<file path="config.mk">
export PLATFORM = sky130hd
export DESIGN_NAME = dwa_device_flat
export DESIGN_NICKNAME = d
export VERILOG_FILES = /design/src/inc/dwa_pkg.sv /design/src/inc/dwa_if.sv /design/src/logic/dwa_device.sv /design/src/flat_wrapper.sv
export VERILOG_INCLUDE_DIRS = /design/src /design/src/inc
export SDC_FILE = /design/constraint.sdc
export NUM_CORES = 1
export LEC_CHECK = 0
export ABC_AREA = 1
export BUFFER_PORTS_ARGS = -buffer_cell sky130_fd_sc_hd__buf_4
export CAP_MARGIN = 10
export CORE_MARGIN = 2
export CORE_UTILIZATION = 40
export CTS_CLUSTER_DIAMETER = 30
export DETAILED_ROUTE_END_ITERATION = 16
export PLACE_DENSITY = 0.67
export SYNTH_ARGS = -nofsm -noshare
export SYNTH_HDL_FRONTEND = slang
export SYNTH_SLANG_ARGS = --single-unit
</file>
<file path="constraint.sdc">
create_clock -name clk_i -period 1.2 [get_ports clk_i]
set_input_delay 0.12 -clock clk_i [delete_from_list [all_inputs] [get_ports clk_i]]
set_output_delay 0.12 -clock clk_i [all_outputs]
set_load 0.01 [all_outputs]
</file>
<file path="src/inc/dwa_params.svh">
// constants shared by both ends of the debug watch/auth/power-down link
// ============================================================
// How it works
// byte-lane select narrows word watch to bytes
// access qualifier: 01 load, 10 store, 11 either
// swaps hit any; exclusives follow load/store
// privilege qualifier: 01 priv, 10 user, 11 all
// compare access privilege, not processor mode
// enable bit zero resets watchpoint inactive
// control bit 13 reads zero, writers preserve
// lock status reads all zero, read-only
// auth bits 7 and 5 read one
// auth bit 6 is invasive OR non-invasive enable
// auth bit 4 is invasive enable level
// auth bits 3 to 0 read zero
// hold bit keeps core in reset after warm reset
// power-on reset clears hold bit
// writing force bit pulses reset request four cycles
// no-power-down bit drives no-power-down output
// power-down bits 31 to 3 read zero, preserved
// power controller skips power-off when no-power-down high
// reset controller may reset core on request pulse
// request pulse timed from one-cycle write strobe
`ifndef DWA_PARAMS_SVH
`define DWA_PARAMS_SVH

// ============================================================
// device register indices on the link
`define DWA_IDX_WP_CTRL   3'h0
`define DWA_IDX_WP_VALUE  3'h1
`define DWA_IDX_LOCK      3'h2
`define DWA_IDX_AUTH      3'h3
`define DWA_IDX_PWR       3'h4

// ============================================================
// watchpoint control fields
`define DWA_WC_RSVD_BIT   13
`define DWA_WC_BAS_HI     12
`define DWA_WC_BAS_LO     5
`define DWA_WC_LS_HI      4
`define DWA_WC_LS_LO      3
`define DWA_WC_PRIV_HI    2
`define DWA_WC_PRIV_LO    1
`define DWA_WC_EN_BIT     0
`define DWA_WC_RESET      13'h0000

// ============================================================
// authentication status fields
`define DWA_AU_NI_IMPL    7
`define DWA_AU_NI_EN      6
`define DWA_AU_I_IMPL     5
`define DWA_AU_I_EN       4
`define DWA_AU_NS_VAL     4'h0

// ============================================================
// power-down/reset control fields
`define DWA_PR_HOLD_BIT   2
`define DWA_PR_FORCE_BIT  1
`define DWA_PR_NOPD_BIT   0
`define DWA_PR_RESET      2'h0
`define DWA_RST_PULSE_CYC 4

// ============================================================
// controller APB map (byte addresses)
`define DWA_APB_CMD       12'h000
`define DWA_APB_WDATA     12'h004
`define DWA_APB_RDATA     12'h008
`define DWA_APB_STATUS    12'h00C
`define DWA_APB_PINS      12'h010
`define DWA_CMD_GO_BIT    0
`define DWA_CMD_WR_BIT    1
`define DWA_CMD_IDX_LO    2
`define DWA_ST_BUSY_BIT   0
`define DWA_ST_DONE_BIT   1
`define DWA_ST_NOPD_BIT   2
`define DWA_ST_RREQ_BIT   3
`define DWA_ST_RSEEN_BIT  4
`define DWA_PINS_RESET    6'h04

`endif

</file>
<file path="src/inc/dwa_pkg.sv">
// types shared by both ends of the debug watch/auth/power-down link
package dwa_pkg;

	typedef enum logic [1:0] {
		DWA_LS_RSVD  = 2'h0,
		DWA_LS_LOAD  = 2'h1,
		DWA_LS_STORE = 2'h2,
		DWA_LS_ANY   = 2'h3
	} dwa_ls_t;

	typedef enum logic [1:0] {
		DWA_PV_RSVD = 2'h0,
		DWA_PV_PRIV = 2'h1,
		DWA_PV_USER = 2'h2,
		DWA_PV_ANY  = 2'h3
	} dwa_priv_t;

	typedef enum logic [0:0] {
		DWA_HS_IDLE = 1'h0,
		DWA_HS_WAIT = 1'h1
	} dwa_hst_t;

endpackage : dwa_pkg

</file>
<file path="src/inc/dwa_if.sv">
// link between the debug register block and its debugger/system controller
`timescale 1ns/1ps
`default_nettype none
interface dwa_if;
	logic        req;       // register access request, held until ack
	logic        wr;        // 1 write, 0 read
	logic [2:0]  idx;       // register index
	logic [31:0] wdata;     // write data
	logic [31:0] rdata;     // read data, valid with ack
	logic        ack;       // one-cycle completion
	logic        inv_en;    // invasive_debug_enable_in
	logic        ninv_en;   // noninvasive_debug_enable_in
	logic        por_n;     // system_poweron_reset_n
	logic        warm_rst;  // warm reset of the processor
	logic        rst_req;   // debug_reset_request_out
	logic        no_pd;     // no_power_down_out

	modport dev (input req, wr, idx, wdata, inv_en, ninv_en, por_n, warm_rst,
		output rdata, ack, rst_req, no_pd);
	modport host (output req, wr, idx, wdata, inv_en, ninv_en, por_n, warm_rst,
		input rdata, ack, rst_req, no_pd);
endinterface : dwa_if
`default_nettype wire

</file>
<file path="src/logic/dwa_device.sv">
// debug register block: watchpoint, lock, authentication and power-down control
`timescale 1ns/1ps
`default_nettype none
`include "dwa_params.svh"
module dwa_device #(
	parameter int RST_PULSE = `DWA_RST_PULSE_CYC    // reset request length
) (
	input  wire logic        clk_i,          // 100 MHz processor clock
	input  wire logic        srst_i,         // synchronous reset, high
	dwa_if.dev               lnk,            // debugger side
	input  wire logic        acc_valid_i,    // memory access this cycle
	input  wire logic [31:0] acc_addr_i,     // access address
	input  wire logic [3:0]  acc_be_i,       // byte lanes of the word
	input  wire logic        acc_load_i,     // load, load exclusive or swap
	input  wire logic        acc_store_i,    // store, store exclusive or swap
	input  wire logic        acc_priv_i,     // access carries privileged attribute
	output logic             wp_hit_o,       // watchpoint hit pulse
	output logic             core_reset_o    // non-debug logic held in reset
);

	// ============================================================
	// state
	logic [12:0] wc_ff;
	logic [12:0] nxt_wc;
	logic [31:0] wv_ff;
	logic [31:0] nxt_wv;
	logic [1:0]  pr_ff;
	logic [1:0]  nxt_pr;
	logic        hold_ff;
	logic        nxt_hold;
	logic [2:0]  pulse_ff;
	logic [2:0]  nxt_pulse;
	logic        ack_ff;
	logic [31:0] rdata_ff;
	logic [31:0] nxt_rdata;
	logic        hit_ff;
	logic        nxt_hit;

	// ============================================================
	// link decode
	wire         take    = lnk.req & ~ack_ff;
	wire         wr_take = take & lnk.wr;
	wire         rd_take = take & ~lnk.wr;
	wire         por     = srst_i | ~lnk.por_n;
	wire         sel_wc  = (lnk.idx == `DWA_IDX_WP_CTRL);
	wire         sel_wv  = (lnk.idx == `DWA_IDX_WP_VALUE);
	wire         sel_pr  = (lnk.idx == `DWA_IDX_PWR);
	// one-cycle strobe, the force bit itself is never stored
	wire         force_stb = wr_take & sel_pr & lnk.wdata[`DWA_PR_FORCE_BIT];

	// ============================================================
	// register writes
	always_comb begin
		nxt_wc = wc_ff;
		nxt_wv = wv_ff;
		nxt_pr = pr_ff;
		if (wr_take && sel_wc) begin
			nxt_wc = lnk.wdata[12:0]; // see see see
		end
		if (wr_take && sel_wv) begin
			nxt_wv = {lnk.wdata[31:2], 2'h0};
		end
		if (wr_take && sel_pr) begin
			nxt_pr = {lnk.wdata[`DWA_PR_HOLD_BIT], lnk.wdata[`DWA_PR_NOPD_BIT]};
		end
	end

	// ============================================================
	// read mux, authentication bits sampled live at the read
	function automatic logic [31:0] read_word(input logic [2:0] idx);
		logic [31:0] w;
		w = 32'h0000_0000;
		if (idx == `DWA_IDX_WP_CTRL) begin
			w[12:0] = wc_ff;
		end else if (idx == `DWA_IDX_WP_VALUE) begin
			w = wv_ff;
		end else if (idx == `DWA_IDX_LOCK) begin
			w = 32'h0000_0000;
		end else if (idx == `DWA_IDX_AUTH) begin
			w[`DWA_AU_NI_IMPL] = 1'b1;
			w[`DWA_AU_I_IMPL]  = 1'b1;
			w[`DWA_AU_NI_EN]   = lnk.inv_en | lnk.ninv_en;
			w[`DWA_AU_I_EN]    = lnk.inv_en;
			w[3:0]             = `DWA_AU_NS_VAL;
		end else if (idx == `DWA_IDX_PWR) begin
			w[`DWA_PR_HOLD_BIT] = pr_ff[1];
			w[`DWA_PR_NOPD_BIT] = pr_ff[0];
		end
		return w;
	endfunction : read_word

	assign nxt_rdata = rd_take ? read_word(lnk.idx) : rdata_ff;

	// ============================================================
	// reset request pulse and hold-in-reset
	always_comb begin
		nxt_pulse = pulse_ff;
		if (force_stb) begin
			nxt_pulse = 3'(RST_PULSE);
		end else if (pulse_ff != 3'h0) begin
			nxt_pulse = pulse_ff - 3'h1;
		end
	end

	// hold latches on a warm reset while the hold bit is set
	always_comb begin
		nxt_hold = hold_ff;
		if (!pr_ff[1]) begin
			nxt_hold = 1'b0;
		end else if (lnk.warm_rst) begin
			nxt_hold = 1'b1;
		end
	end

	// ============================================================
	// watchpoint match
	wire dwa_pkg::dwa_ls_t   ls_q   = dwa_pkg::dwa_ls_t'(wc_ff[`DWA_WC_LS_HI:`DWA_WC_LS_LO]);
	wire dwa_pkg::dwa_priv_t priv_q = dwa_pkg::dwa_priv_t'(wc_ff[`DWA_WC_PRIV_HI:`DWA_WC_PRIV_LO]);
	wire [7:0] lanes    = acc_addr_i[2] ? {acc_be_i, 4'h0} : {4'h0, acc_be_i};
	wire       addr_ok  = (acc_addr_i[31:3] == wv_ff[31:3]);
	wire       lane_ok  = |(lanes & wc_ff[`DWA_WC_BAS_HI:`DWA_WC_BAS_LO]);
	// swaps assert both load and store; exclusive stores hit whatever the outcome
	wire       ls_ok    = ((ls_q == dwa_pkg::DWA_LS_LOAD)  & acc_load_i)
	                    | ((ls_q == dwa_pkg::DWA_LS_STORE) & acc_store_i)
	                    | ((ls_q == dwa_pkg::DWA_LS_ANY)   & (acc_load_i | acc_store_i));
	// the access's own privilege attribute, not the processor mode
	wire       priv_ok  = ((priv_q == dwa_pkg::DWA_PV_PRIV) & acc_priv_i)  // see
	                    | ((priv_q == dwa_pkg::DWA_PV_USER) & ~acc_priv_i) // see
	                    | (priv_q == dwa_pkg::DWA_PV_ANY);

	assign nxt_hit = acc_valid_i & wc_ff[`DWA_WC_EN_BIT] & addr_ok & lane_ok & ls_ok & priv_ok;

	// ============================================================
	// flops
	always_ff @(posedge clk_i) begin
		if (por) begin
			wc_ff   <= `DWA_WC_RESET;
			wv_ff   <= 32'h0000_0000;
			pr_ff   <= `DWA_PR_RESET; // see
			hold_ff <= 1'b0;
		end else begin
			wc_ff   <= nxt_wc;
			wv_ff   <= nxt_wv;
			pr_ff   <= nxt_pr;
			hold_ff <= nxt_hold;
		end
	end

	always_ff @(posedge clk_i) begin
		if (srst_i) begin
			pulse_ff <= 3'h0;
			ack_ff   <= 1'b0;
			rdata_ff <= 32'h0000_0000;
			hit_ff   <= 1'b0;
		end else begin
			pulse_ff <= nxt_pulse;
			ack_ff   <= take;
			rdata_ff <= nxt_rdata;
			hit_ff   <= nxt_hit;
		end
	end

	// ============================================================
	// outputs
	assign lnk.ack      = ack_ff;
	assign lnk.rdata    = rdata_ff;
	assign lnk.rst_req  = (pulse_ff != 3'h0);
	assign lnk.no_pd    = pr_ff[0];
	assign wp_hit_o     = hit_ff;
	assign core_reset_o = lnk.warm_rst | hold_ff;

endmodule : dwa_device
`default_nettype wire

</file>
<file path="src/flat_wrapper.sv">
// flat-port wrapper written by rule: the top's interface ports become plain ports
module dwa_device_flat 
#(
	parameter int RST_PULSE = `DWA_RST_PULSE_CYC                           
)
  (clk_i, srst_i, acc_valid_i, acc_addr_i, acc_be_i, acc_load_i, acc_store_i, acc_priv_i, wp_hit_o, core_reset_o, lnk_req, lnk_wr, lnk_idx, lnk_wdata, lnk_inv_en, lnk_ninv_en, lnk_por_n, lnk_warm_rst, lnk_rdata, lnk_ack, lnk_rst_req, lnk_no_pd);
  dwa_if lnk_i ();
  input  wire logic clk_i;
  input  wire logic srst_i;
  input  wire logic acc_valid_i;
  input  wire logic [31:0] acc_addr_i;
  input  wire logic [3:0] acc_be_i;
  input  wire logic acc_load_i;
  input  wire logic acc_store_i;
  input  wire logic acc_priv_i;
  output logic wp_hit_o;
  output logic core_reset_o;
  input wire logic [$bits(lnk_i.req)-1:0] lnk_req;
  input wire logic [$bits(lnk_i.wr)-1:0] lnk_wr;
  input wire logic [$bits(lnk_i.idx)-1:0] lnk_idx;
  input wire logic [$bits(lnk_i.wdata)-1:0] lnk_wdata;
  input wire logic [$bits(lnk_i.inv_en)-1:0] lnk_inv_en;
  input wire logic [$bits(lnk_i.ninv_en)-1:0] lnk_ninv_en;
  input wire logic [$bits(lnk_i.por_n)-1:0] lnk_por_n;
  input wire logic [$bits(lnk_i.warm_rst)-1:0] lnk_warm_rst;
  output wire logic [$bits(lnk_i.rdata)-1:0] lnk_rdata;
  output wire logic [$bits(lnk_i.ack)-1:0] lnk_ack;
  output wire logic [$bits(lnk_i.rst_req)-1:0] lnk_rst_req;
  output wire logic [$bits(lnk_i.no_pd)-1:0] lnk_no_pd;
  assign lnk_i.req = lnk_req;
  assign lnk_i.wr = lnk_wr;
  assign lnk_i.idx = lnk_idx;
  assign lnk_i.wdata = lnk_wdata;
  assign lnk_i.inv_en = lnk_inv_en;
  assign lnk_i.ninv_en = lnk_ninv_en;
  assign lnk_i.por_n = lnk_por_n;
  assign lnk_i.warm_rst = lnk_warm_rst;
  assign lnk_rdata = lnk_i.rdata;
  assign lnk_ack = lnk_i.ack;
  assign lnk_rst_req = lnk_i.rst_req;
  assign lnk_no_pd = lnk_i.no_pd;
  dwa_device #(.RST_PULSE(RST_PULSE)) u_core (.clk_i(clk_i), .srst_i(srst_i), .lnk(lnk_i), .acc_valid_i(acc_valid_i), .acc_addr_i(acc_addr_i), .acc_be_i(acc_be_i), .acc_load_i(acc_load_i), .acc_store_i(acc_store_i), .acc_priv_i(acc_priv_i), .wp_hit_o(wp_hit_o), .core_reset_o(core_reset_o));
endmodule
</file>
# ---- Word-level counts from Yosys, hierarchy flattened
# Index checks and enable logic that the tools add are counted.
dict set report word_totals {
  regBits 83
  latch_bits 0
  ram_bits 0
  rom_bits 0
  inputBits 83
  out_inout_bits 37
  word_cells 71
  memories 0
}
dict set report classes {
  addsub 1
  mul 0
  div_mod_pow 0
  magnitude_cmp 0
  n_eq_ne 11
  n_shift 0
  mux 12
  bitwise_logic 29
  reduce_logical 9
}
# cell count
set op_table {}
lappend op_table {{two-way mux 32 bit} 1}
lappend op_table {{equality test 29 bit} 1}
lappend op_table {{two-way mux 19 bit} 1}
lappend op_table {{two-way mux 8 bit} 2}
lappend op_table {{bitwise AND 1 bit} 15}
lappend op_table {{two-way mux 13 bit} 1}
lappend op_table {{bitwise AND 8 bit} 1}
lappend op_table {{equality test 2 bit, second input constant} 4}
lappend op_table {{OR 1 bit} 8}
lappend op_table {{OR reduction 8 bit} 1}
lappend op_table {{equality test 3 x 2 -> 1 bit, second input constant} 2}
lappend op_table {{two-way mux 3 bit} 2}
lappend op_table {{two-way mux 5 bit} 1}
lappend op_table {{inverter 1 bit} 5}
lappend op_table {{equality test 2 x 1 -> 1 bit, second input constant} 2}
lappend op_table {{two-way mux 1 bit} 4}
lappend op_table {{OR reduction 2 bit} 2}
lappend op_table {{equality test 3 x 1 -> 1 bit, second input constant} 1}
lappend op_table {{equality test 3 bit, second input constant} 1}
lappend op_table {{logical AND 1 bit} 3}
lappend op_table {{zero test 3 bit} 1}
lappend op_table {{nonzero test 3 bit} 1}
lappend op_table {{subtractor 3 x 1 -> 3 bit, second input constant} 1}
lappend op_table {{nonzero test 2 bit} 1}

# ---- Longest topological paths before layout
# Gate-level depths: netlist (run 1).
dict set report depth {
  depth_word 6
  ltp_mapped 8
  depth_no_buf 8
}

# ---- Worst setup path after synthesis (run 1)
# No wires, ideal clock.
dict set report synth_path {
  kind {register -> register}
  from {reg u_core.ack_ff (netlist: u_core.lnk.ack)}
  to {reg u_core.wv_ff[14]}
  setup_ns 0.146
  t_arrival_ns 1.102
  required_ns 1.054
  slack_ns -0.048
  path_stages_with_launch 8
  n_path_buf 1
  synth_period_minus_slack_ns 1.248
  path_cell_list {dfxtp_1 -> inv_2 -> nand3_2 -> nor2_8 -> inv_4 -> buf_2 -> nor2_1 -> a211oi_2}
}
dict set report synth_via {
  elab_chain_cells 4
}
# element line
set synth_rtl {}
lappend synth_rtl {{start, declared} dwa_device.sv:33} ;# logic ack_ff;
lappend synth_rtl {{start signal, assigned} dwa_device.sv:157} ;# ack_ff <= take;
lappend synth_rtl {{inverter 1 bit} dwa_device.sv:41} ;# wire take = lnk.req & ~ack_ff;
lappend synth_rtl {{bitwise AND 1 bit} dwa_device.sv:41}
lappend synth_rtl {{bitwise AND 1 bit} dwa_device.sv:42} ;# wire wr_take = take & lnk.wr;
lappend synth_rtl {{logical AND 1 bit} dwa_device.sv:60} ;# if (wr_take && sel_wv) begin
lappend synth_rtl {{end signal, assigned} dwa_device.sv:143} ;# wv_ff <= nxt_wv;
lappend synth_rtl {{end, declared} dwa_device.sv:25} ;# logic [31:0] wv_ff;
# No other way between the ends.
# A chain may end at the register's enable or synchronous reset.

# ---- Final worst setup path (run 1)
# Ends and elaborated chain as after synthesis.

==> results of run 1 <==
[per-stage QoR]
stage,hold WS (ns),setup TNS (ns)
floorplan,0.267,-0.285
global placement,0.388,-0.000178
detailed placement,0.389,-0.144
CTS,0.0115,-3.65
global route,0.0191,-10.14
finish,0.0236,-4.58
[report_power, final]
group	switching (mW)	total [mW]	internal [mW]
combinational	0.648	1.32	0.675
sequential	0.0405	2.87	2.83
clock	1.04	1.86	0.817
[layout make-up]
| class | count | area, µm² | share of cell area, % |
|---|---|---|---|
| Sequential cell | 83 | 1670 | 28.9 |
| Timing Repair Buffer | 149 | 1330 | 23.0 |
| Tap cell | 133 | 166 | 2.88 |
| Multi-Input combinational cell | 376 | 2170 | 37.5 |
| Clock buffer | 11 | 141 | 2.45 |
| Inverter | 64 | 263 | 4.55 |
| Clock inverter | 5 | 37.5 | 0.650 |
[worst register-to-register path, delay by kind of cell (launching register included)]
family          cells  cell delay (ns)
flops               1             0.33
simple gates        2             0.26
compound gates      1             0.16
buf+inv             5             0.50
[metal layers]
metal / routed length [µm] / GRT usage (%) / share of wire [%] / up-vias
met5: 0 / 0 / 0 / -
met1: 5020 / 27.8 / 43 / 1817
met2: 5890 / 38.7 / 51 / 114
met4: 202 / 7.49 / 1.7 / 0
li1: - / - / - / 1993
met3: 539 / 2.17 / 4.6 / 17
[synth_stat cells]
library cell,number,area [µm²]
nand2_1,200,751
dfxtp_1,83,1660
inv_1,58,218
nor2_1,56,210
a21oi_1,42,210
a211oi_2,24,300
o21ai_0,10,50.1
a31oi_1,9,56.3
buf_2,8,40.0
buf_6,6,67.6
nand3_1,6,30.0
clkbuf_1,5,18.8
inv_2,5,18.8
nor2_4,4,45.0
xnor2_1,4,35.0
ha_1,3,37.5
xor2_1,3,26.3
nand2_2,2,12.5
nand4_1,2,12.5
nor3_1,2,10.0
a211oi_1,1,7.51
a22oi_1,1,7.51
a41oi_1,1,8.76
buf_1,1,3.75
inv_4,1,6.26
nand2_4,1,11.3
nand3_2,1,10.0
nor2_2,1,6.26
nor2_8,1,20.0
o211ai_1,1,7.51
o22ai_1,1,6.26
[registers in the layout, indices dropped and copies added, names as in the netlist]
name	cells
u_core.lnk.rdata	32
u_core.wv_ff	30
u_core.wc_ff	13
u_core.pulse_ff	3
u_core.pr_ff	2
u_core.hold_ff	1
u_core.lnk.ack	1
u_core.wp_hit_o	1
[worst max path at each step]
stage	startpoint	end	slack (ns)	cells after the start
after floorplan	u_core.lnk.ack	u_core.wv_ff[14]	-0.02	7
after global placement	u_core.lnk.ack	u_core.lnk.rdata[9]	-0.0002	8
after detailed placement	u_core.pulse_ff[0]	u_core.pulse_ff[2]	-0.04	5
after CTS	u_core.pulse_ff[1]	lnk_rst_req	-0.14	5
after global routing	u_core.lnk.ack	u_core.lnk.rdata[28]	-0.23	9
final	u_core.lnk.ack	u_core.wv_ff[14]	-0.13	8
[cell families (layout without fill, tap and decap cells)]
kind of cell | after synthesis | in the layout | share of synthesized area (%)
XOR/XNOR | 7 | 7 | 1.57
adder cells (fa/ha/maj) | 3 | 3 | 0.961
flip-flops | 83 | 83 | 42.5
AND/OR/NAND/NOR | 276 | 276 | 28.6
buffers and inverters | 84 | 229 | 9.55
AO/OA/AOI/OAI | 90 | 90 | 16.8
[repair_timing]
item,CTS,global route
pin swaps,8,19
buffers inserted,9,6
endpoints found under the setup margin,40,82
resized for setup,61,58
cloned,4,2
endpoints found under the hold margin,0,0
==> impl_results.md, run 1 <==
* PD cells at 1050 mW/mm²
* Wire per inst at 14.2 µm
* Most frequent cells in the layout: nand2_1, buf_4, dfxtp_1
* Fin area at 0.00578 mm²
* Clock Tree Buf Depth at 2
* VDD IR max at 0.766 mV
* Worst R2R Path Depth at 8
* Sequential fraction of the synthesis area at 42.5%
* Unrepaired setup endpoints after global routing: yes
* Initial Utilization at 40.5%
* Port bufs at 117
* Mapped Avg Cell Area at 7.19 µm²
* Root cell of the clock tree: clkbuf_8
* Final nets at 769
* CP Max Fanout at 9
* Hold Buf Count CTS at 0
* GR Util All Layers at 21.8%
* FILL cells at 930
* Failing checks: setup timing
* Cell area after synthesis at 0.00391 mm²
* Clock skew at 0.0131 ns
* Width of the die at 103 µm
* CTS clk-pin slew, worst paths at 0.09 ns
* Final Cycle Share at 111%
* Post-Syn Instances at 543
* Critical path class: flip-flop to flip-flop
* Commonest non-fill, non-tap cell in the layout: nand2_1
* WP data arrival at 1.60 ns
* Hold worst-path end: u_core.wv_ff[27]
* Clock Sinks at 83
* CTS Buf Count at 9
* RePlAce Congestion at 0.836
* Residual DRC at 0
* Status: finished with violations
* RR Endpoint: u_core.wv_ff[14]
* Detailed-route wire length at 11.6 mm
* CP Capture Type: flip-flop
* CTS tree: built
* Final setup fails at 70
* Final max-slew violation count at 0
* Fmax at 749 MHz
* Die height at 103 µm
* Antenna violations before repair at 0
* Leak at 2.43 nW
* Power Total at 6.05 mW
* R2R Path Start: u_core.lnk.ack
* Share of cells above drive strength 1 at 39.5%
* Via density at 4.80
* Fin util at 59.9%
* Tightest Pin Transition at 0.395 ns
* Hold Path Class: input port to flip-flop
* Final hold violation count at 0
* Ports at 120
* Reg-to-reg slack, setup at -0.13 ns
* Antenna Cells at 0
* Drt pass-1 iters at 4
* WHS Path Cells at 3
* CP max stage cell: dfxtp_2
* Max-capacitance violation count at 0
* Rel. slew slack at 73.7%
* DRT iter0 DRCs at 155
* Finished Layout Cells at 821
* P&R area growth vs syn at 47.9%
* First-pass GRT wire length at 17.7 mm
* Synth unique cells at 31
* Clk_lat worst skew at 0.35 ns
* Post-Syn Nets at 629
* Buf/Inv on CP at 5
* Die Area at 0.0106 mm²
* Grt total ovfl at 0
* HP Start: lnk_wdata[27]
* Vias at 3941
* Crit path required time at 1.47 ns
* Core region area at 0.00964 mm²
* CP Launch Type: flip-flop
* Placed insts at 790
* Cell family with most CP delay: buffers and inverters
* Yosys reg bits at 83
* Post-layout min period at 1.33 ns
* Max stage delay on crit path at 0.33 ns
* Antenna viol nets, final at 0
* Number of warnings issued by yosys at 0
* Critical path, cell by cell: inv_2, buf_6, nand3_4, nor2_8, inv_8, buf_12, buf_16, a211oi_2
* Vias in the first global route at 3737
* Row count at 36
* Setup ws final at -0.135 ns
* Pre-CTS setup slack at -0.0365 ns
* Final HPWL DP at 8.01 mm
* H-tree levels at 3
* Largest net degree at the start of global routing at 30
* Post-DP Area at 0.00501 mm²
(Power assumes the default switching activity.)
==> run 2: changes to the inputs <==
--- a/config.mk
+++ b/config.mk
@@ -13,7 +13,9 @@
 export CORE_UTILIZATION = 40
 export CTS_CLUSTER_DIAMETER = 30
 export DETAILED_ROUTE_END_ITERATION = 16
+export MAX_ROUTING_LAYER = met4
 export PLACE_DENSITY = 0.67
+export SLEW_MARGIN = 30
 export SYNTH_ARGS = -nofsm -noshare
 export SYNTH_HDL_FRONTEND = slang
 export SYNTH_SLANG_ARGS = --single-unit
==> run 2 against run 1 <==
Effect of this change:
- the run still ends with setup timing left
- sequential share of layout area unchanged
- clock skew is essentially flat
- global-route usage is 0.68 points higher
- maximum frequency about the same
- critical path depth unchanged
- core utilization stayed put
- setup slack got worse by 0.00056 ns
- die area unchanged
- combinational power about the same
- sequential cell count stayed put
- sequential power hardly changed
- critical path type unchanged
==> impl_results.md, run 2 (synthesized netlist as in run 1, its figures left out) <==
* Final setup fails at 70 (unchanged)
* Final max-slew violation count at 0 (unchanged)
* CTS tree: built
* CTS clk-pin slew, worst paths at 0.09 ns (about the same)
* Final HPWL DP at 8.01 mm (unchanged)
* H-tree levels at 3 (unchanged)
* Total negative slack at -4.68 ns (-0.0983 ns)
* Setup ws final at -0.135 ns (-0.000559 ns)
* Tightest Pin Transition at 0.391 ns (-0.00356 ns)
* CTS Buf Count at 9 (unchanged)
* FILL cells at 930 (unchanged)
* Vias at 3927 (-0.36%)
* PD cells at 1050 mW/mm² (about the same)
* Clock Tree Buf Depth at 2 (unchanged)
* P&R area growth vs syn at 47.9% (unchanged)
* Wire per inst at 14.1 µm (-0.30%)
* Root cell of the clock tree: clkbuf_8
* Power Total at 6.05 mW (about the same)
* Final nets at 769 (unchanged)
* Hold Buf Count CTS at 0 (unchanged)
* CP Capture Type: flip-flop
* Port bufs at 117 (unchanged)
* Most frequent cells in the layout: nand2_1, buf_4, dfxtp_1
* Antenna viol nets, final at 0 (unchanged)
* Fin util at 59.9% (unchanged)
* CP Launch Type: flip-flop
* Residual DRC at 0 (unchanged)
* VDD IR max at 0.766 mV (about the same)
* Rel. slew slack at 73.9% (+0.24 points)
* Unrepaired setup endpoints after global routing: yes
* Commonest non-fill, non-tap cell in the layout: nand2_1
* Clk_lat worst skew at 0.35 ns (about the same)
* Via density at 4.78 (-0.36%)
* Hold Path Class: input port to flip-flop
* Crit path required time at 1.47 ns (about the same)
* Ports at 120 (unchanged)
* Antenna Cells at 0 (unchanged)
* Detailed-route wire length at 11.6 mm (-0.30%)
* Die Area at 0.0106 mm² (unchanged)
* GR Util All Layers at 22.5% (+0.68 points)
* Max-capacitance violation count at 0 (unchanged)
* Max FFs per register at 32 (unchanged)
* Core region area at 0.00964 mm² (unchanged)
* Row count at 36 (unchanged)
* Post-layout min period at 1.34 ns (+0.000559 ns)
* Status: finished with violations
* Die height at 103 µm (unchanged)
* Grt total ovfl at 0 (unchanged)
* Share of cells above drive strength 1 at 39.5% (unchanged)
* Critical path class: flip-flop to flip-flop
* Clock skew at 0.0127 ns (-0.000390 ns)
* Fmax at 749 MHz (about the same)
* Largest net degree at the start of global routing at 30 (unchanged)
* Failing checks: setup timing
* First-pass GRT wire length at 17.7 mm (about the same)
* Width of the die at 103 µm (unchanged)
* Antenna violations before repair at 0 (unchanged)
* Drt pass-1 iters at 4 (unchanged)
* Initial Utilization at 40.5% (unchanged)
* Final hold violation count at 0 (unchanged)
* Vias in the first global route at 3739 (+0.054%)
* WP data arrival at 1.61 ns (about the same)
* Leak at 2.43 nW (unchanged)
* CP Max Fanout at 9 (unchanged)
* DRT iter0 DRCs at 176 (+14%)
* RePlAce Congestion at 0.848 (+1.5%)
* Final Cycle Share at 111% (about the same)
* Clock Sinks at 83 (unchanged)
run 2: layout make-up:
type	instances	area, µm²	share of cell area (%)
Inverter	64	263	4.55
Multi-Input combinational cell	376	2170	37.5
Tap cell	133	166	2.88
Timing Repair Buffer	149	1330	23.0
Clock inverter	5	37.5	0.650
Sequential cell	83	1670	28.9
Clock buffer	11	141	2.45
run 2: worst paths after layout:
path	start	end	slack, ns	depth (start not counted)
worst max-delay path	u_core.lnk.ack	u_core.wv_ff[14]	-0.14	8
worst min-delay path	lnk_wdata[27]	u_core.wv_ff[27]	0.02	3
worst max register to register	u_core.lnk.ack	u_core.wv_ff[14]	-0.14	8
worst min register to register	u_core.pulse_ff[0]	u_core.pulse_ff[0]	0.46	2
run 2: critical path: stages, from the launching register on:
cell	delay (ns)
dfxtp_2	0.33
inv_2	0.06
buf_6	0.09
nand3_4	0.11
nor2_8	0.15
inv_8	0.08
buf_12	0.13
buf_16	0.13
a211oi_2	0.16
run 2: where the power goes:
group / switching [mW] / internal (mW) / total (mW)
sequential: 0.0405 / 2.83 / 2.87
clock: 1.04 / 0.817 / 1.86
combinational: 0.647 / 0.675 / 1.32
run 2: stage by stage:
stage | area (µm²) | instances | setup slack, ns | hold WS, ns
after detailed placement | 5010 | 790 | -0.0365 | 0.389
after global routing | 5780 | 821 | -0.232 | 0.0191
after CTS | 5570 | 818 | -0.137 | 0.0115
after global placement | 5010 | 790 | -0.000178 | 0.388
final | 5780 | 821 | -0.135 | 0.0214
after floorplan | 3910 | 543 | -0.0246 | 0.267
run 2: what timing repair did:
| action | CTS | global route |
|---|---|---|
| pin swaps | 8 | 19 |
| cloned | 4 | 2 |
| resized for setup | 61 | 58 |
| endpoints found under the setup margin | 40 | 82 |
| setup buffers | 9 | 6 |
run 2: per-layer routing:
layer  vias up  global-route usage [%]  wire length, µm
met2       104                    38.8             5910
met5         -                       -                0
met1      1810                    27.7             4950
met4         0                    7.49              202
met3        17                    2.24              549
li1       1996                       -                -
==> run 3: changes to the inputs <==
--- a/config.mk
+++ b/config.mk
@@ -6,7 +6,7 @@
 export SDC_FILE = /design/constraint.sdc
 export NUM_CORES = 1
 export LEC_CHECK = 0
-export ABC_AREA = 1
+export ABC_AREA = 0
 export BUFFER_PORTS_ARGS = -buffer_cell sky130_fd_sc_hd__buf_4
 export CAP_MARGIN = 10
 export CORE_MARGIN = 2
@@ -14,7 +14,7 @@
 export CTS_CLUSTER_DIAMETER = 30
 export DETAILED_ROUTE_END_ITERATION = 16
 export MAX_ROUTING_LAYER = met4
-export PLACE_DENSITY = 0.67
+export PLACE_DENSITY = 0.69
 export SLEW_MARGIN = 30
 export SYNTH_ARGS = -nofsm -noshare
 export SYNTH_HDL_FRONTEND = slang
==> run 3 against run 2 <==
Effect of this change:
- the run still ends with setup timing left
- wire length is 9.8% lower
- clock skew shrank 0.0050 ns
- sequential share of layout area up 3.2 points
- non-clock buffer count increased by 16
- largest cell class unchanged
- register-to-register slack lost 0.09 ns
- maximum frequency down 6.0%
- sequential power is 1% lower
- total power decreased by 1.6%
==> impl_results.md, run 3 <==
* Status: finished with violations
* Failing checks: setup timing
* Wire per inst at 15.9 µm (+13%)
* Final Cycle Share at 118% (+7.1 points)
* PD cells at 1150 mW/mm² (+9.7%)
* Final HPWL DP at 7.42 mm (-7.3%)
* Register area at 0.00167 mm² (-0.30%)
* Clock skew at 0.00766 ns (-0.00503 ns)
* Unrepaired setup endpoints after global routing: yes
* Hold Path Class: input port to flip-flop
* Via density at 5.12 (+7.1%)
* Fin area at 0.00518 mm² (-10%)
* GR Util All Layers at 22.4% (-0.11 points)
* Port bufs at 117 (unchanged)
* Mapped Avg Cell Area at 8.89 µm² (+24%)
* P&R area growth vs syn at 47.6%
* Worst Setup SP: u_core.lnk.ack
* Die height at 97.7 µm (-5.0%)
* Post-synthesis async set-or-reset flop share at 0% (unchanged)
* Post-layout min period at 1.42 ns (+0.0851 ns)
* CTS Buf Count at 9 (unchanged)
* HP Start: lnk_wdata[15]
* First-pass GRT wire length at 16.6 mm (-6.3%)
* CP Capture Type: flip-flop
* Ports at 120 (unchanged)
* Drt pass-1 iters at 6 (+2)
* Leak at 2.15 nW (-11%)
* CP Launch Type: flip-flop
* Post-synth EDFFs at 0 (unchanged)
* Die Area at 0.00954 mm² (-9.8%)
* WP data arrival at 1.72 ns (+0.11 ns)
* Initial Utilization at 40.8% (+0.32 points)
* Final nets at 631 (-18%)
* Top FF cell, synth: dfxtp_1
* Synth top cells by count: dfxtp_1, nand2_1, nor2_1
* Max FFs per register at 32 (unchanged)
* CTS tree: built
* Cell area after synthesis at 0.00351 mm² (-10%)
* Commonest non-fill, non-tap cell in the layout: buf_4
* Width of the die at 97.7 µm (-5.0%)
* Largest net degree at the start of global routing at 40 (+33%)
* DRT iter0 DRCs at 120 (-32%)
* Most frequent cells in the layout: buf_4, dfxtp_1, nand2_1
* Post-Syn Nets at 481 (-24%)
* Clk_lat worst skew at 0.35 ns (about the same)
* Crit path required time at 1.50 ns (+0.03 ns)
* Antenna Cells at 0 (unchanged)
* Rel. slew slack at 76.1% (+2.2 points)
* RePlAce Congestion at 0.853 (+0.51%)
* Critical path class: flip-flop to flip-flop
* Core region area at 0.00859 mm² (-11%)
* Post-DP Area at 0.00477 mm² (-4.9%)
* Max-capacitance violation count at 0 (unchanged)
* Grt total ovfl at 0 (unchanged)
* CP Max Fanout at 25 (+16)
* Multi-input logic area at 0.00179 mm² (-18%)
* Root cell of the clock tree: clkbuf_8
* Yosys top cell by area: dfxtp_1
* Vias in the first global route at 3339 (-11%)
* R2R Path Start: u_core.lnk.ack
* Final hold violation count at 0 (unchanged)
* Synth unique cells at 38 (+23%)
* FILL cells at 781 (-16%)
* Yosys reg bits at 83 (unchanged)
* Setup ws final at -0.220 ns (-0.0851 ns)
* Antenna viol nets, final at 0 (unchanged)
* Detailed-route wire length at 10.5 mm (-9.8%)
* Synth top area cells: dfxtp_1, nand2_1, xor2_1
* Vias at 3366 (-14%)
* Number of warnings issued by yosys at 0 (unchanged)
* Post-Syn Instances at 395 (-27%)
* Antenna violations before repair at 0 (unchanged)
* Finished Layout Cells at 657 (-20%)
* Row count at 34 (-5.6%)
* Fmax at 704 MHz (-6.0%)
* Synth top area share at 47.3% (+4.8 points)
* Most common cell in the netlist: dfxtp_1
* Placed insts at 634 (-20%)
* Final max-slew violation count at 0 (unchanged)
* CTS clk-pin slew, worst paths at 0.08 ns (about the same)
* Sequential fraction of the synthesis area at 47.3% (+4.8 points)
* Pre-CTS setup slack at -0.267 ns (-0.230 ns)
* H-tree levels at 3 (unchanged)
* Share of cells above drive strength 1 at 36.8% (-2.7 points)
* Tightest Pin Transition at 0.355 ns (-0.0366 ns)
* Final setup fails at 82 (+17%)
* Clock Sinks at 83 (unchanged)
* Residual DRC at 0 (unchanged)
* Clock Tree Buf Depth at 2 (unchanged)
* VDD IR max at 0.517 mV (-33%)
-- run 3: cell count changes after synthesis, sizes merged, moves of 19 or more --
cell	before	now
a211oi	25	2
a22oi	1	26
nand2	203	68
mux2i	0	19
inv	64	6
xor2	3	27
-- run 3: report_power, final --
group	internal [mW]	leakage, nW	switching, mW
registers	2.80	0.670	0.0266
logic	0.506	1.38	0.419
clock network	1.22	0.102	0.984
total	4.52	2.15	1.43
-- run 3: metrics by stage --
stage	TNS, ns	utilization (%)	power (mW)	hold WS [ns]
detailed placement	-9.27	55.5	3.66	0.340
floorplan	-5.16	-	3.26	0.217
global route	-17.97	60.3	6.20	0.00706
global placement	-7.71	55.5	3.64	0.337
finish	-12.41	60.3	5.95	0.00902
CTS	-10.07	59.1	5.97	0.000544
-- run 3: repair_timing --
item,CTS,global route
hold endpoints to repair,4,0
gates cloned,1,3
pin swaps,6,7
buffers inserted,1,0
resized for setup,14,9
endpoints found under the setup margin,69,82
hold buffers,3,0
-- run 3: routing by layer --
layer	vias to the layer above	wire, µm	global-route usage [%]
met4	0	289	9.83
met5	-	0	-
met2	103	5050	36.1
li1	1657	-	-
met1	1581	4620	27.9
met3	25	505	3.45
-- run 3: area by class of cell --
type | instances | area share [%]
Multi-Input combinational cell | 280 | 34.5
Sequential cell | 83 | 32.1
Timing Repair Buffer | 165 | 26.2
Clock buffer | 11 | 2.73
Tap cell | 108 | 2.61
Clock inverter | 4 | 1.45
Inverter | 6 | 0.435
-- run 3: worst paths after layout --
check                   endpoint  cells past startpoint  slack (ns)
max          u_core.lnk.rdata[9]                      5       -0.22
min             u_core.wv_ff[15]                      3       0.009
max reg2reg  u_core.lnk.rdata[9]                      5       -0.22
min reg2reg  u_core.lnk.rdata[4]                      2        0.46
-- run 3: logic make-up after synthesis --
kind of cell / after synthesis / share of synthesized area (%)
flip-flops: 83 / 47.3
buffers and inverters: 33 / 4.71
adder cells (fa/ha/maj): 3 / 1.07
XOR/XNOR: 30 / 7.49
AND/OR/NAND/NOR: 146 / 18.7
multiplexers: 20 / 5.74
AO/OA/AOI/OAI: 80 / 15.0
-- run 3: worst max-delay path, stage by stage (launching register included) --
cell and delay (ns):
dfxtp_2 0.35, or3b_4 0.44, nor3_4 0.17, buf_12 0.20
a222oi_1 0.11, nor2_1 0.09
